--- src/adc_control_consts.vh ---
`ifndef ADC_CONTROL_CONSTS_VH
`define ADC_CONTROL_CONSTS_VH
// register indices
`define REG_CTRL0      3'h0
`define REG_CTRL1      3'h1
`define REG_CTRL2      3'h2
`define REG_RES_HIGH   3'h3
`define REG_RES_LOW    3'h4
`define REG_STATUS     3'h5
// control register 0 fields
`define C0_ENABLE      0
`define C0_GO          1
`define C0_CHAN_LO     2
`define C0_CHAN_HI     6
// control register 1 fields
`define C1_REF_LO      0
`define C1_REF_HI      1
`define C1_CLK_LO      4
`define C1_CLK_HI      6
`define C1_FORMAT      7
// control register 2 fields
`define C2_TRIG_LO     4
`define C2_TRIG_HI     7
// status register fields
`define ST_DONE        0
`define ST_T0FLAG      1
`define ST_T1FLAG      2
// reset value
`define CTRL_RESET     8'h00
// channel codes
`define CH_LAST_EXT    5'h0B
`define CH_TEMP        5'h1D
`define CH_FIXREF      5'h1F
// conversion clock codes
`define CK_DIV2        3'h0
`define CK_DIV4        3'h4
`define CK_DIV8        3'h1
`define CK_DIV16       3'h5
`define CK_DIV32       3'h2
`define CK_DIV64       3'h6
`define CK_RC_MASK     3'h3
// positive reference codes
`define REF_SUPPLY     2'h0
`define REF_PIN        2'h2
// trigger codes
`define TR_NONE        4'h0
`define TR_T0          4'h3
`define TR_T1          4'h4
`define TR_T2          4'h5
`define TR_LC1         4'h8
`define TR_LC2         4'h9
`endif

--- src/adc_control_result_regs.v ---
// Contract
// - channel codes 0-11 select external inputs
// - codes 29 temperature, 31 fixed reference
// - reserved channel codes connect nothing
// - writing go starts; reads one while busy
// - hardware clears go at conversion end
// - enable bit powers converter; zero disables
// - right format zeroes high byte top
// - left format zeroes low byte bottom
// - clock select divides system clock
// - codes 011 and 111 pick RC clock
// - reference select: supply or pin
// - trigger select maps five sources
// - only rising trigger edges start conversion
// - timer wrap events set own flags
// - left format byte placement of result
// - right format byte placement of result
// - unimplemented control bits read zero
// - end loads result, sets done flag
// - abort during conversion loads partial, fills remaining bits; abort while settling loads nothing
// - done flag set on completed conversions, not on aborts
`timescale 1ns/1ps
`include "adc_control_consts.vh"
module adc_control_result_regs #(
   parameter BITS_PER_CONV = 10,
   parameter SETTLE_TADS   = 1
) (
   input  wire       clk,
   input  wire       arst_n,
   input  wire [2:0] regAddr,
   input  wire [7:0] regWrData,
   input  wire       regWr,
   input  wire       regRd,
   output reg  [7:0] regRdData,
   input  wire       rcClock,
   input  wire       timer0WrapEvent,
   input  wire       timer1WrapEvent,
   input  wire       timer2PeriodHit,
   input  wire       logicCell1Output,
   input  wire       logicCell2Output,
   input  wire       compareHigh,
   output reg        converterOn,
   output reg  [3:0] externalInputSelect,
   output reg        externalInputOn,
   output reg        temperatureOn,
   output reg        fixedReferenceOn,
   output reg        referencePinOn,
   output reg  [9:0] trialCode,
   output reg        sampleHold
);

   // ------------------------------------------------------------
   // reset synchroniser
   // ------------------------------------------------------------
   reg rstMeta_ff;
   reg rstSync_ff;
   wire rst = ~rstSync_ff;

   always @(posedge clk or negedge arst_n)
   begin
      if (!arst_n)
      begin
         rstMeta_ff <= 1'b0;
         rstSync_ff <= 1'b0;
      end
      else
      begin
         rstMeta_ff <= 1'b1;
         rstSync_ff <= rstMeta_ff;
      end
   end

   // ------------------------------------------------------------
   // input synchronisers
   // ------------------------------------------------------------
   reg  [5:0] inMeta_ff;
   reg  [5:0] inSync_ff;
   wire [5:0] rawIn = {rcClock, logicCell2Output, logicCell1Output,
                       timer2PeriodHit, timer1WrapEvent,
                       timer0WrapEvent};

   always @(posedge clk or posedge rst)
   begin
      if (rst)
      begin
         inMeta_ff <= 6'h00;
         inSync_ff <= 6'h00;
      end
      else
      begin
         inMeta_ff <= rawIn;
         inSync_ff <= inMeta_ff;
      end
   end

   wire t0In  = inSync_ff[0];
   wire t1In  = inSync_ff[1];
   wire t2In  = inSync_ff[2];
   wire lc1In = inSync_ff[3];
   wire lc2In = inSync_ff[4];
   wire rcIn  = inSync_ff[5];

   // ------------------------------------------------------------
   // registers
   // ------------------------------------------------------------
   reg        enable_ff;
   reg        go_ff;
   reg [4:0]  chan_ff;
   reg        format_ff;
   reg [2:0]  clkSel_ff;
   reg [1:0]  refSel_ff;
   reg [3:0]  trigSel_ff;
   reg [7:0]  resHigh_ff;
   reg [7:0]  resLow_ff;
   reg        doneFlag_ff;
   reg        t0Flag_ff;
   reg        t1Flag_ff;

   // ------------------------------------------------------------
   // conversion clock tick
   // ------------------------------------------------------------
   reg  [5:0] div_ff;
   reg        rcPrev_ff;
   reg        tick;

   function [5:0] divLast;
      input [2:0] sel;
      begin
         case (sel)
            `CK_DIV2:  divLast = 6'h01;
            `CK_DIV4:  divLast = 6'h03;
            `CK_DIV8:  divLast = 6'h07;
            `CK_DIV16: divLast = 6'h0F;
            `CK_DIV32: divLast = 6'h1F;
            `CK_DIV64: divLast = 6'h3F;
            default:   divLast = 6'h3F;
         endcase
      end
   endfunction

   wire rcSel = ((clkSel_ff & `CK_RC_MASK) == `CK_RC_MASK);

   always @*
   begin
      if (rcSel)
         tick = rcIn & ~rcPrev_ff;
      else
         tick = (div_ff == divLast(clkSel_ff));
   end

   always @(posedge clk or posedge rst)
   begin
      if (rst)
      begin
         div_ff    <= 6'h00;
         rcPrev_ff <= 1'b0;
      end
      else
      begin
         rcPrev_ff <= rcIn;
         if (!go_ff || tick)
            div_ff <= 6'h00;
         else
            div_ff <= div_ff + 6'h01;
      end
   end

   // ------------------------------------------------------------
   // trigger edge detect
   // ------------------------------------------------------------
   reg trigPrev_ff;
   reg t0Prev_ff;
   reg t1Prev_ff;
   reg trigLevel;

   always @*
   begin
      case (trigSel_ff)
         `TR_T0:  trigLevel = t0In;
         `TR_T1:  trigLevel = t1In;
         `TR_T2:  trigLevel = t2In;
         `TR_LC1: trigLevel = lc1In;
         `TR_LC2: trigLevel = lc2In;
         default: trigLevel = 1'b0;
      endcase
   end

   wire trigRise = trigLevel & ~trigPrev_ff;
   wire t0Rise   = t0In & ~t0Prev_ff;
   wire t1Rise   = t1In & ~t1Prev_ff;

   // ------------------------------------------------------------
   // successive approximation sequencer
   // ------------------------------------------------------------
   localparam ST_IDLE   = 2'b00;
   localparam ST_SETTLE = 2'b01;
   localparam ST_CONV   = 2'b10;
   localparam integer LAST_IDX = BITS_PER_CONV - 1;

   reg [1:0] state_ff;
   reg [3:0] bitIdx_ff;
   reg [3:0] settle_ff;
   reg [9:0] sar_ff;
   reg       lastBit_ff;

   wire wrCtrl0  = regWr && (regAddr == `REG_CTRL0);
   wire swClear  = wrCtrl0 && !regWrData[`C0_GO];
   wire startReq = enable_ff && !go_ff &&
                   ((wrCtrl0 && regWrData[`C0_GO]) || trigRise);
   // comparator follows the registered trial word on this clock;
   // a two-stage delay would leave it stale at divide by 2
   wire decided  = compareHigh;
   wire lastTick = (state_ff == ST_CONV) && tick &&
                   (bitIdx_ff == 4'h0);

   // fill the current bit and all bits below it with the last converted bit
   function [9:0] fillBelow;
      input [9:0] code;
      input [3:0] idx;
      input       fill;
      integer k;
      begin
         fillBelow = code;
         for (k = 0; k < 10; k = k + 1)
            if (k <= idx)
               fillBelow[k] = fill;
      end
   endfunction

   function [15:0] packResult;
      input [9:0] r;
      input       fmt;
      begin
         if (fmt)
            packResult = {6'h00, r};
         else
            packResult = {r, 6'h00};
      end
   endfunction

   wire [9:0] finalCode = {sar_ff[9:1], decided};
   wire [9:0] convCode  = (bitIdx_ff == 4'h0) ? finalCode :
                          fillBelow(sar_ff, bitIdx_ff, lastBit_ff);
   wire abortLoad = go_ff && swClear && (state_ff != ST_IDLE);

   always @(posedge clk or posedge rst)
   begin
      if (rst)
      begin
         state_ff   <= ST_IDLE;
         bitIdx_ff  <= 4'h0;
         settle_ff  <= 4'h0;
         sar_ff     <= 10'h000;
         lastBit_ff <= 1'b0;
         trigPrev_ff <= 1'b0;
         t0Prev_ff  <= 1'b0;
         t1Prev_ff  <= 1'b0;
         resHigh_ff <= `CTRL_RESET;
         resLow_ff  <= `CTRL_RESET;
         doneFlag_ff <= 1'b0;
         t0Flag_ff  <= 1'b0;
         t1Flag_ff  <= 1'b0;
      end
      else
      begin
         trigPrev_ff <= trigLevel;
         t0Prev_ff  <= t0In;
         t1Prev_ff  <= t1In;
         // timer flags: set wins over software clear
         if (t0Rise)
            t0Flag_ff <= 1'b1;
         else if (regWr && regAddr == `REG_STATUS &&
                  regWrData[`ST_T0FLAG])
            t0Flag_ff <= 1'b0;
         if (t1Rise)
            t1Flag_ff <= 1'b1;
         else if (regWr && regAddr == `REG_STATUS &&
                  regWrData[`ST_T1FLAG])
            t1Flag_ff <= 1'b0;
         if (lastTick && !swClear)
            doneFlag_ff <= 1'b1;
         else if (regWr && regAddr == `REG_STATUS &&
                  regWrData[`ST_DONE])
            doneFlag_ff <= 1'b0;
         // result bytes are also software writable
         if (regWr && regAddr == `REG_RES_HIGH)
            resHigh_ff <= regWrData;
         if (regWr && regAddr == `REG_RES_LOW)
            resLow_ff <= regWrData;
         case (state_ff)
            ST_IDLE:
            begin
               if (startReq)
               begin
                  state_ff  <= ST_SETTLE;
                  settle_ff <= 4'h0;
                  sar_ff    <= 10'h200;
                  bitIdx_ff <= LAST_IDX[3:0];
               end
            end
            ST_SETTLE:
            begin
               if (abortLoad || !enable_ff)
                  state_ff <= ST_IDLE;
               else if (tick)
               begin
                  if (settle_ff == SETTLE_TADS - 1)
                     state_ff <= ST_CONV;
                  settle_ff <= settle_ff + 4'h1;
               end
            end
            ST_CONV:
            begin
               if (abortLoad)
               begin
                  {resHigh_ff, resLow_ff} <=
                     packResult(convCode, format_ff);
                  state_ff <= ST_IDLE;
               end
               else if (!enable_ff)
                  state_ff <= ST_IDLE;
               else if (tick)
               begin
                  sar_ff[bitIdx_ff] <= decided;
                  lastBit_ff <= decided;
                  if (bitIdx_ff == 4'h0)
                  begin
                     {resHigh_ff, resLow_ff} <=
                        packResult(finalCode, format_ff);
                     state_ff <= ST_IDLE;
                  end
                  else
                  begin
                     sar_ff[bitIdx_ff - 4'h1] <= 1'b1;
                     bitIdx_ff <= bitIdx_ff - 4'h1;
                  end
               end
            end
            default:
               state_ff <= ST_IDLE;
         endcase
      end
   end

   // ------------------------------------------------------------
   // control registers
   // ------------------------------------------------------------
   always @(posedge clk or posedge rst)
   begin
      if (rst)
      begin
         enable_ff  <= 1'b0;
         go_ff      <= 1'b0;
         chan_ff    <= 5'h00;
         format_ff  <= 1'b0;
         clkSel_ff  <= 3'h0;
         refSel_ff  <= 2'h0;
         trigSel_ff <= 4'h0;
      end
      else
      begin
         if (wrCtrl0)
         begin
            enable_ff <= regWrData[`C0_ENABLE];
            chan_ff   <= regWrData[`C0_CHAN_HI:`C0_CHAN_LO];
         end
         if (regWr && regAddr == `REG_CTRL1)
         begin
            format_ff <= regWrData[`C1_FORMAT];
            clkSel_ff <= regWrData[`C1_CLK_HI:`C1_CLK_LO];
            refSel_ff <= regWrData[`C1_REF_HI:`C1_REF_LO];
         end
         if (regWr && regAddr == `REG_CTRL2)
            trigSel_ff <= regWrData[`C2_TRIG_HI:`C2_TRIG_LO];
         if (startReq)
            go_ff <= 1'b1;
         else if (lastTick || swClear || !enable_ff ||
                  (go_ff && state_ff == ST_IDLE))
            go_ff <= 1'b0;
      end
   end

   // ------------------------------------------------------------
   // read port and analog controls
   // ------------------------------------------------------------
   always @(posedge clk or posedge rst)
   begin
      if (rst)
      begin
         regRdData           <= 8'h00;
         converterOn         <= 1'b0;
         externalInputSelect <= 4'h0;
         externalInputOn     <= 1'b0;
         temperatureOn       <= 1'b0;
         fixedReferenceOn    <= 1'b0;
         referencePinOn      <= 1'b0;
         trialCode           <= 10'h000;
         sampleHold          <= 1'b0;
      end
      else
      begin
         if (regRd)
         begin
            case (regAddr)
               `REG_CTRL0:
                  regRdData <= {1'b0, chan_ff, go_ff, enable_ff};
               `REG_CTRL1:
                  regRdData <= {format_ff, clkSel_ff, 2'b00,
                                refSel_ff};
               `REG_CTRL2:    regRdData <= {trigSel_ff, 4'h0};
               `REG_RES_HIGH: regRdData <= resHigh_ff;
               `REG_RES_LOW:  regRdData <= resLow_ff;
               `REG_STATUS:
                  regRdData <= {5'h00, t1Flag_ff, t0Flag_ff,
                                doneFlag_ff};
               default:       regRdData <= 8'h00;
            endcase
         end
         else
            regRdData <= 8'h00;
         converterOn <= enable_ff;
         externalInputSelect <= chan_ff[3:0];
         externalInputOn <= enable_ff &&
                            (chan_ff <= `CH_LAST_EXT);
         temperatureOn <= enable_ff && (chan_ff == `CH_TEMP);
         fixedReferenceOn <= enable_ff &&
                             (chan_ff == `CH_FIXREF);
         referencePinOn <= (refSel_ff == `REF_PIN);
         trialCode  <= sar_ff;
         sampleHold <= (state_ff != ST_IDLE);
      end
   end

endmodule // adc_control_result_regs

--- config.mk ---
export PLATFORM = sky130hd
export DESIGN_NAME = adc_control_result_regs
export DESIGN_NICKNAME = d
export VERILOG_FILES = /design/src/adc_control_result_regs.v
export VERILOG_INCLUDE_DIRS = /design/src /design/src/src
export SDC_FILE = /design/constraint.sdc
export NUM_CORES = 1
export LEC_CHECK = 0
export BUFFER_PORTS_ARGS = -buffer_cell sky130_fd_sc_hd__buf_2
export CORE_ASPECT_RATIO = 1.1
export CORE_MARGIN = 2
export CORE_UTILIZATION = 49
export DETAILED_ROUTE_END_ITERATION = 10
export PLACE_DENSITY_LB_ADDON = 0.15
export SYNTH_ARGS = -nofsm -noshare
export SYNTH_HDL_FRONTEND = slang
export SYNTH_SLANG_ARGS = --single-unit
export TNS_END_PERCENT = 10
--- constraint.sdc ---
create_clock -name clk -period 3.3 [get_ports clk]
set_input_delay 0.66 -clock clk [delete_from_list [all_inputs] [get_ports clk]]
set_output_delay 0.66 -clock clk [all_outputs]
set_load 0.03 [all_outputs]
==> run metrics, run 1 <==
DIE AREA 12,000 um^2; cell area after placement 5870 um^2; IR drop worst, VDD 0.348 mV; count of final hold-check violations 0; Worst Reg-to-Reg Cells 5; average instance area after synthesis 10.5 um^2; number of top-level pins 50; portion of total power attributed to the clock network 0.299; number of buffer cells added on primary ports 49; setup skew after layout roughly 0.0058 ns; Max Fclk a little under 400 MHz; initial standard-cell utilization of the core 0.502; instance count on the critical path 6; GP Congestion just over 0.9; Layout Cells excl Fill 715; final worst path period share 0.775; element type at the critical path end flop; hold bufs inserted after CTS 0; TNS Setup 0 ns; post-synthesis async set-or-reset flop share 1.00; number of global-route vias before repair 4,034; layout cell share with drive strength beyond 1 0.206; Sw Ratio 0.333; result of the run complete, no violations; number of synthesized flops with an enable pin 0; initial antenna violation count 0; area of all placed cells without fillers roughly 6200 um^2; GR Overflow Total 0; worst endpoint data arrival time 2.79 ns; RSZ-0062 raised after global routing no; floorplan core area between 10,000 and 15,000 um^2; number of buffers created by CTS 9; CTS max path bufs 2; count of cell types in the netlist 61; number of sinks driven by the clock tree 109; highest fanout seen on the critical path 18; combinational fraction of design power 0.229; wire length of the first global-routing pass 21,500 um; crit-path cells buf_2 > nor4b_2 > a21boi_0 > nand2_1 > o21ai_2 > mux2_2; internal power component around 2.4 mW; signed area change from the synthesized netlist to the final layout 12.8%; root buffer selected by CTS sky130_fd_sc_hd__clkbuf_16; cell family with most CP delay compound AO/OA/AOI/OAI gates; required time of the critical path ~3.5 ns; register bit total from synthesis ~110; Slowest Stage Delay on Critical Path between 0.5 and 0.6 ns; std cell rows 40; kind of start point of the critical path input pin; insertion delay of the later-clocked pin in the worst-skew pair ~0.35 ns; Post CTS Setup Buffer Count 0; post-layout minimum cycle time 2.56 ns; slew at the pin with the worst max-slew slack 1.15 ns; Slew Viols, Final 0; number of cells upsized or downsized after cts 0; net count after synthesis 550; areal power density over the cells 594 nW/um^2; antenna violation net count after detailed routing 0; leakage power 2.74 nW; Slowest-stage cell, CP sky130_fd_sc_hd__a21boi_0; DRT iter0 DRCs 323; GRT Resource Usage Total 0.229; sequential area share after synthesis 0.498; Vert. Die Dim 115 um; Setup CP Type in -> reg; part of the power in registers 0.471; WP buf/inv 1; clock tree from TritonCTS done; number of detailed-routing iterations run before antenna repair 5; via total after detailed routing 4,229; worst rel slew slack 0.237; yosys synthesis warning count 0; pin count of the biggest net entering global routing 92; number of filler instances in the final layout roughly 1,000; via density per instance 5.91; class of the tightest hold or removal check in -> async; clock transition time at the flip-flop clock pins of the worst setup and hold paths around 0.07 ns; Max-cap violations 0; H-tree depth 3; final routed wirelength across all metal layers 13,300 um; total number of nets in the final design 594; Final HPWL DP 9600 um; DRC violations left 0; switching power 1.22 mW; number of placed cells counting well taps between 600 and 700; wire length per cell between 15 and 20 um; post-synthesis instance total 519; ys flop type sky130_fd_sc_hd__dfrtp_1; Cell Area, Synth 5470 um^2; die extent in x ~100 um; Setup violations, final 0; antenna cell count 0
## cells in the mapped netlist (11+ instances only)
cell type / n / area share
sky130_fd_sc_hd__a21oi_1: 18 / 0.016
sky130_fd_sc_hd__a31oi_1: 11 / 0.013
sky130_fd_sc_hd__clkbuf_1: 18 / 0.012
sky130_fd_sc_hd__dfrtp_1: 109 / 0.50
sky130_fd_sc_hd__inv_1: 16 / 0.011
sky130_fd_sc_hd__mux2_2: 24 / 0.049
sky130_fd_sc_hd__mux2i_1: 34 / 0.062
sky130_fd_sc_hd__nand2_1: 54 / 0.037
sky130_fd_sc_hd__nand3_1: 18 / 0.016
sky130_fd_sc_hd__nor2_1: 31 / 0.021
sky130_fd_sc_hd__o21ai_0: 17 / 0.016
sky130_fd_sc_hd__o221ai_1: 11 / 0.018
## per-layer routing
layer,vias up,part of all wire,track usage
met5,-,0,0
met4,0,0.022,0.0827
met3,16,0.058,0.0402
met2,146,0.48,0.373
met1,2086,0.44,0.313
li1,1981,-,-
## worst paths after layout
| check | startpoint | to | slack [ns] |
|---|---|---|---|
| max in group asynchronous | rstSync_ff$_DFF_PN0_ | go_ff$_DFFE_PN0P_ | 1.84 |
| setup reg to reg | go_ff$_DFFE_PN0P_ | sar_ff[4]$_DFFE_PN0P_ | 0.81 |
| hold / removal | arst_n | rstSync_ff$_DFF_PN0_ | 0.08 |
| min in group clk | inMeta_ff[4]$_DFF_PN0_ | inSync_ff[4]$_DFF_PN0_ | 0.35 |
| setup / recovery | regAddr[0] | sar_ff[4]$_DFFE_PN0P_ | 0.74 |
| hold reg to reg | inMeta_ff[4]$_DFF_PN0_ | inSync_ff[4]$_DFF_PN0_ | 0.35 |
## sequential cells by signal, summed over array words and instances, names as in the netlist, 2 cells and up
name / count
sar_ff: 10
trialCode: 10
regRdData: 8
resHigh_ff: 8
resLow_ff: 8
div_ff: 6
inMeta_ff: 6
inSync_ff: 6
chan_ff: 5
bitIdx_ff: 4
externalInputSelect: 4
settle_ff: 4
trigSel_ff: 4
clkSel_ff: 3
refSel_ff: 2
state_ff: 2
## cells by family (layout without fill, tap and decap cells)
logic type,count (synthesis),count (layout),share of synthesized area
flip-flops,109,109,0.498
XOR/XNOR,7,7,0.0112
buffers and inverters,45,94,0.0364
multiplexers,62,62,0.128
other,1,1,0.000685
AND/OR/NAND/NOR,177,177,0.165
AO/OA/AOI/OAI,109,109,0.139
adder cells (fa/ha/maj),9,9,0.0206
## layout by cell type, fill, tap and decap left out, types with 8 or more instances in the layout
cell type | synthesis | layout
sky130_fd_sc_hd__o21ai_0 | 17 | 17
sky130_fd_sc_hd__nand2b_1 | 9 | 9
sky130_fd_sc_hd__mux2_2 | 24 | 24
sky130_fd_sc_hd__mux2i_1 | 34 | 34
sky130_fd_sc_hd__ha_1 | 9 | 9
sky130_fd_sc_hd__dfrtp_1 | 109 | 108
sky130_fd_sc_hd__buf_4 | 0 | 13
sky130_fd_sc_hd__nor3_1 | 9 | 9
sky130_fd_sc_hd__buf_2 | 6 | 49
sky130_fd_sc_hd__nand2_1 | 54 | 54
sky130_fd_sc_hd__a21oi_1 | 18 | 18
sky130_fd_sc_hd__o221ai_1 | 11 | 11
sky130_fd_sc_hd__clkbuf_16 | 0 | 9
sky130_fd_sc_hd__nand4_1 | 9 | 9
sky130_fd_sc_hd__nor2b_1 | 8 | 8
sky130_fd_sc_hd__a31oi_1 | 11 | 11
sky130_fd_sc_hd__inv_1 | 16 | 16
sky130_fd_sc_hd__nand3_1 | 18 | 18
sky130_fd_sc_hd__nor2_1 | 31 | 31
## area by class of cell
class                           instances  area [um^2]  area share
Timing Repair Buffer                   62          343      0.0556
Tap cell                              147          184      0.0298
Sequential cell                       109         2730       0.443
Clock inverter                          6         71.3      0.0116
Multi-Input combinational cell        365         2550       0.414
Clock buffer                           10          229      0.0371
Inverter                               16         60.1     0.00973
## power by group through the flow
stage | Sequential, mW | Combinational (mW) | Clock (mW)
after detailed placement | 1.75 | 0.827 | 0
after CTS | 1.73 | 0.833 | 1.12
final | 1.73 | 0.840 | 1.10
after global routing | 1.76 | 0.911 | 1.18
after global placement | 1.75 | 0.820 | 0
after floorplan | 1.72 | 0.596 | 0
## per-stage QoR
stage,utilization,hold WS [ns],power [mW],worst slack [ns]
final,0.566,0.0819,3.66,0.742
after CTS,0.566,0.0747,3.68,0.789
after detailed placement,0.538,0.335,2.58,0.420
after global placement,0.538,0.332,2.57,0.521
after floorplan,-,0.331,2.32,0.0387
after global routing,0.566,0.0727,3.85,0.541
No activity file was read; power rests on OpenSTA's default activity.
==> run 2, diff against run 1 <==
- clock period: 3.3 -> 2.4 ns (I/O delays scaled with it)
==> run 2 against run 1 <==
  * Setup slack worse by 0.69 ns
  * Sequential power rose by 34%
  * Final cell count grew 3.4%
  * Flip-flop and latch count is the same
  * Power up 46%
  * Combinational power rose by 58%
  * Die area is the same
  * Via count is 1.6% higher
  * First-iteration DRC count grew 13%
  * Critical path type is now reg -> reg
  * Critical endpoint is now sar_ff[1]$_DFFE_PN0P_
  * Largest power group unchanged
==> run metrics, run 2 (same netlist as run 1, synthesis figures left out) <==
number of buffer cells added on primary ports between 40 and 50; element type at the critical path end flop; DRT iter0 DRCs 366; CTS max path bufs 2; count of final hold-check violations 0; wire length per cell 19.2 um; setup skew after layout 0.00683 ns; number of buffers created by CTS 9; slack of the worst reg-to-reg path 0.06 ns; number of top-level pins 50; startpoint of the lowest-slack register-to-register path clkSel_ff[0]$_DFFE_PN0P_; Worst Reg-to-Reg Cells 6; number of detailed-routing iterations run before antenna repair 5; WP buf/inv 0; number of sinks driven by the clock tree 109; Slowest-stage cell, CP sky130_fd_sc_hd__dfrtp_2; class of the tightest hold or removal check in -> reg; Layout Cells excl Fill 739; Worst Hold Path Cells 1; most common cell after layout, fill and taps aside sky130_fd_sc_hd__dfrtp_1; post-layout minimum cycle time 2.34 ns; initial standard-cell utilization of the core 0.502; Post CTS Setup Buffer Count 0; number of global-route vias before repair 4,237; floorplan core area around 11,000 um^2; RSZ-0062 raised after global routing no; GR Overflow Total 0; required time of the critical path approximately 2.6 ns; Hold Crit Endpoint inMeta_ff[2]$_DFF_PN0_; via total after detailed routing 4,295; worst hold start timer2PeriodHit; antenna cell count 0; most frequent cells in the layout sky130_fd_sc_hd__dfrtp_1 (107), sky130_fd_sc_hd__nand2_1 (54), sky130_fd_sc_hd__buf_2 (49), sky130_fd_sc_hd__buf_4 (35), sky130_fd_sc_hd__mux2i_1 (34); cell area after placement 6060 um^2; areal power density over the cells ~830 nW/um^2; die extent in x about 100 um; total number of nets in the final design 618; final worst path period share 0.977; largest registers in the final layout sar_ff (10), trialCode (10); clock tree from TritonCTS done; cell family with most CP delay simple AND/OR/NAND/NOR gates; antenna violation net count after detailed routing 0; crit-path cells nor4_1 > nor3_1 > or3_4 > o21a_1 > o21ai_4 > mux2_2; IR drop worst, VDD 0.440 mV; TNS Setup 0 ns; result of the run complete, no violations; via density per instance about 5.8; number of filler instances in the final layout 967; worst hold-check slack between 0.2 and 0.25 ns; H-tree depth 3; Slew Viols, Final 0; wire length of the first global-routing pass 22,800 um; Setup CP Type reg -> reg; pin count of the biggest net entering global routing slightly below 60; DRC violations left 0; area of all placed cells without fillers 6440 um^2; GRT Resource Usage Total 0.243; GP Congestion roughly 0.92; kind of start point of the critical path flop; Max-cap violations 0; initial antenna violation count 0; leakage power 2.88 nW; signed area change from the synthesized netlist to the final layout 17.6%; clock transition time at the flip-flop clock pins of the worst setup and hold paths 0.07 ns; Final HPWL DP approximately 10,000 um; worst rel slew slack 0.618; layout cell share with drive strength beyond 1 0.245; Max Fclk roughly 430 MHz; worst endpoint data arrival time 2.57 ns; highest fanout seen on the critical path 10; Slowest Stage Delay on Critical Path about 0.48 ns; number of placed cells counting well taps between 700 and 800; DIE AREA around 12,000 um^2; slew at the pin with the worst max-slew slack 0.572 ns; FF-to-FF End sar_ff[1]$_DFFE_PN0P_; insertion delay of the later-clocked pin in the worst-skew pair 0.34 ns; root buffer selected by CTS sky130_fd_sc_hd__clkbuf_16; Setup violations, final 0; std cell rows 40; Vert. Die Dim 115 um; final routed wirelength across all metal layers about 14,000 um
==> run 2: changes by cell type in the layout (fill, tap and decap cells not counted), sizes merged <==
cell         before  now
dlygate4sd3       0    1
clkinvlp          1    0
inv              18   17
clkinv            2    3
buf              62   85
bufinv            1    3
clkbuf           10    9
==> run 2: how the worst max path moves through the flow <==
stage,from,end,slack (ns),cells past startpoint
after floorplan,regAddr[2],resLow_ff[3]$_DFF_PN0_,0.16,7
final,clkSel_ff[0]$_DFFE_PN0P_,sar_ff[1]$_DFFE_PN0P_,0.06,6
after global routing,trigSel_ff[0]$_DFFE_PN0P_,bitIdx_ff[3]$_DFFE_PN0P_,0.007,6
after global placement,clkSel_ff[0]$_DFFE_PN0P_,sar_ff[1]$_DFFE_PN0P_,0.07,6
after CTS,clkSel_ff[0]$_DFFE_PN0P_,sar_ff[1]$_DFFE_PN0P_,0.02,6
after detailed placement,regWr,bitIdx_ff[3]$_DFFE_PN0P_,0.02,8
==> run 2: cell type report <==
class / instances / area (um^2) / area share
clock buffer: 9 / 225 / 0.0350
clock inverter: 7 / 121 / 0.0189
inverter: 16 / 60.1 / 0.00933
multi-input combinational: 365 / 2570 / 0.400
sequential: 109 / 2730 / 0.425
tap: 147 / 184 / 0.0286
timing repair buffer: 86 / 538 / 0.0836
==> run 2: stage by stage <==
stage / setup WS (ns) / total power [mW] / utilization
5_1_grt: 0.00682 / 5.58 / 0.590
3_5_place_dp: 0.0161 / 3.64 / 0.555
6_report: 0.0562 / 5.35 / 0.590
3_3_place_gp: 0.0688 / 3.62 / 0.555
2_1_floorplan: 0.163 / 3.19 / -
4_1_cts: 0.0243 / 5.35 / 0.588
==> run 2: what timing repair did <==
| item | CTS | global route |
|---|---|---|
| endpoints found under the hold margin | 2 | 0 |
| hold buffers | 1 | 0 |
| resized for setup | 0 | 7 |
| endpoints found under the setup margin | 0 | 10 |
==> run 2: where the power goes <==
part / internal, mW / total (mW) / switching (mW)
Clock: 1.03 / 1.70 / 0.679
Sequential: 2.07 / 2.31 / 0.243
Combinational: 0.535 / 1.33 / 0.796
==> run 2: layer usage <==
metal,GRT usage,share of wire,vias to the layer above
met1,0.332,0.44,2099
met4,0.0862,0.017,0
met3,0.0351,0.048,17
met2,0.401,0.49,153
li1,-,-,2026
met5,0,0,-
==> run 3, diff against run 2 <==
- PLACE_DENSITY: not set -> 0.73
- PLACE_DENSITY_LB_ADDON: 0.15 -> not set
==> run 3 against run 2 <==
  * Sequential power about the same
  * Clock skew up 0.0029 ns
  * Non-clock buffer count down 1
  * Via count up 2.4%
  * Core utilization about the same
  * Die area unchanged
  * Combinational power about the same
  * Design area about the same
  * Critical path type unchanged
==> run metrics, run 3 (same netlist as run 1, synthesis figures left out) <==
result of the run complete, no violations; crit path to bitIdx_ff[1]$_DFFE_PN0P_; count of final hold-check violations 0; number of detailed-routing iterations run before antenna repair 5; signed area change from the synthesized netlist to the final layout 17.7%; clock transition time at the flip-flop clock pins of the worst setup and hold paths 0.07 ns; startpoint of the lowest-slack register-to-register path div_ff[2]$_DFF_PN0_; setup skew after layout 0.00969 ns; std cell rows 40; Worst Reg-to-Reg Cells 7; antenna violation net count after detailed routing 0; number of sinks driven by the clock tree 109; root buffer selected by CTS sky130_fd_sc_hd__clkbuf_16; DRC violations left 0; most frequent cells in the layout sky130_fd_sc_hd__dfrtp_1 (107), sky130_fd_sc_hd__nand2_1 (54), sky130_fd_sc_hd__buf_2 (49), sky130_fd_sc_hd__buf_4 (34), sky130_fd_sc_hd__mux2i_1 (33); initial standard-cell utilization of the core 0.502; H-tree depth 3; via density per instance 5.96; slew at the pin with the worst max-slew slack 0.557 ns; final routed wirelength across all metal layers 13,900 um; kind of start point of the critical path flop; RSZ-0062 raised after global routing no; slack of the worst reg-to-reg path 0.1 ns; antenna cell count 0; wire length of the first global-routing pass ~22,000 um; Post CTS Setup Buffer Count 0; via total after detailed routing 4,397; IR drop worst, VDD 0.440 mV; worst hold-check slack 0.224 ns; leakage power ~2.9 nW; Slew Viols, Final 0; Setup CP Type reg -> reg; die extent in x 105 um; final worst path period share 0.960; DIE AREA 12,000 um^2; worst rel slew slack 0.626; GR Overflow Total 0; number of buffer cells added on primary ports 49; CTS max path bufs 2; Vert. Die Dim between 100 and 150 um; floorplan core area 10,900 um^2; largest registers in the final layout sar_ff (10), trialCode (10); clock tree from TritonCTS done; element type at the critical path end flop; Final HPWL DP 10,300 um; overall power consumption 5.41 mW; insertion delay of the later-clocked pin in the worst-skew pair 0.36 ns; required time of the critical path roughly 2.6 ns; worst setup path startpoint div_ff[2]$_DFF_PN0_; number of buffers created by CTS 9; DRT iter0 DRCs 312; setup slack after layout 0.0967 ns; worst endpoint data arrival time ~2.5 ns; TNS Setup 0 ns; pin count of the biggest net entering global routing 67; class of the tightest hold or removal check in -> reg; number of top-level pins 50; Util after Layout 0.590; initial antenna violation count 0; Max-cap violations 0; Max Fclk 434 MHz; wire length per cell 18.8 um; FF-to-FF End bitIdx_ff[1]$_DFFE_PN0P_; GRT Resource Usage Total 0.240; post-layout minimum cycle time 2.30 ns; layout cell share with drive strength beyond 1 0.244; areal power density over the cells 840 nW/um^2; Setup violations, final 0; number of global-route vias before repair between 4,000 and 5,000; highest fanout seen on the critical path 7; total number of nets in the final design 617; GP Congestion just over 0.9; Setup Slack @ Placement ~0.037 ns; most common cell after layout, fill and taps aside sky130_fd_sc_hd__dfrtp_1
run 3: through the flow:
step                cells  instance area (um^2)
finish                738                  6440
global route          738                  6440
CTS                   738                  6410
detailed placement    721                  6050
global placement      721                  6050
floorplan             519                  5470
run 3: worst min-delay path by stage:
stage	start	to	slack, ns	depth (start not counted)
2_1_floorplan	arst_n	rstMeta_ff$_DFF_PN0_	0.18	0
3_3_place_gp	arst_n	rstMeta_ff$_DFF_PN0_	0.26	1
3_5_place_dp	arst_n	rstMeta_ff$_DFF_PN0_	0.27	1
4_1_cts	logicCell1Output	inMeta_ff[3]$_DFF_PN0_	0.22	1
5_1_grt	timer0WrapEvent	inMeta_ff[0]$_DFF_PN0_	0.23	1
6_report	logicCell1Output	inMeta_ff[3]$_DFF_PN0_	0.22	1
run 3: power breakdown:
| part | internal, mW | switching [mW] | total (mW) | leakage (nW) |
|---|---|---|---|---|
| Sequential | 2.07 | 0.266 | 2.34 | 1.37 |
| Combinational | 0.543 | 0.783 | 1.33 | 1.34 |
| Clock | 1.06 | 0.690 | 1.75 | 0.171 |
run 3: layer usage:
metal / vias up / routed length, um / GRT usage / share of wire
met5: - / 0 / 0 / 0
met4: 0 / 363 / 0.119 / 0.026
met3: 29 / 817 / 0.0283 / 0.059
met2: 183 / 6800 / 0.400 / 0.49
met1: 2153 / 5920 / 0.315 / 0.43
li1: 2032 / - / - / -
run 3: critical path, cell delays in order (launching register included):
cell and delay [ns]:
sky130_fd_sc_hd__dfrtp_1 0.45, sky130_fd_sc_hd__nor4_2 0.30, sky130_fd_sc_hd__nor3_1 0.10, sky130_fd_sc_hd__or3_4 0.38
sky130_fd_sc_hd__o21a_1 0.27, sky130_fd_sc_hd__buf_4 0.19, sky130_fd_sc_hd__o311ai_0 0.33, sky130_fd_sc_hd__o41ai_1 0.14
run 3: cell type report:
cell class	count	area, um^2
Clock buffer	10	239
Clock inverter	6	118
Sequential cell	109	2730
Fill cell	937	4470
Timing Repair Buffer	85	531
Multi-Input combinational cell	365	2580
Tap cell	147	184
Inverter	16	60.1
run 3: repair_timing:
| item | 4_1_cts | 5_1_grt |
|---|---|---|
| hold endpoints to repair | 2 | 0 |
| hold buffers | 1 | 0 |
| resized for setup | 0 | 8 |
| endpoints found under the setup margin | 0 | 10 |
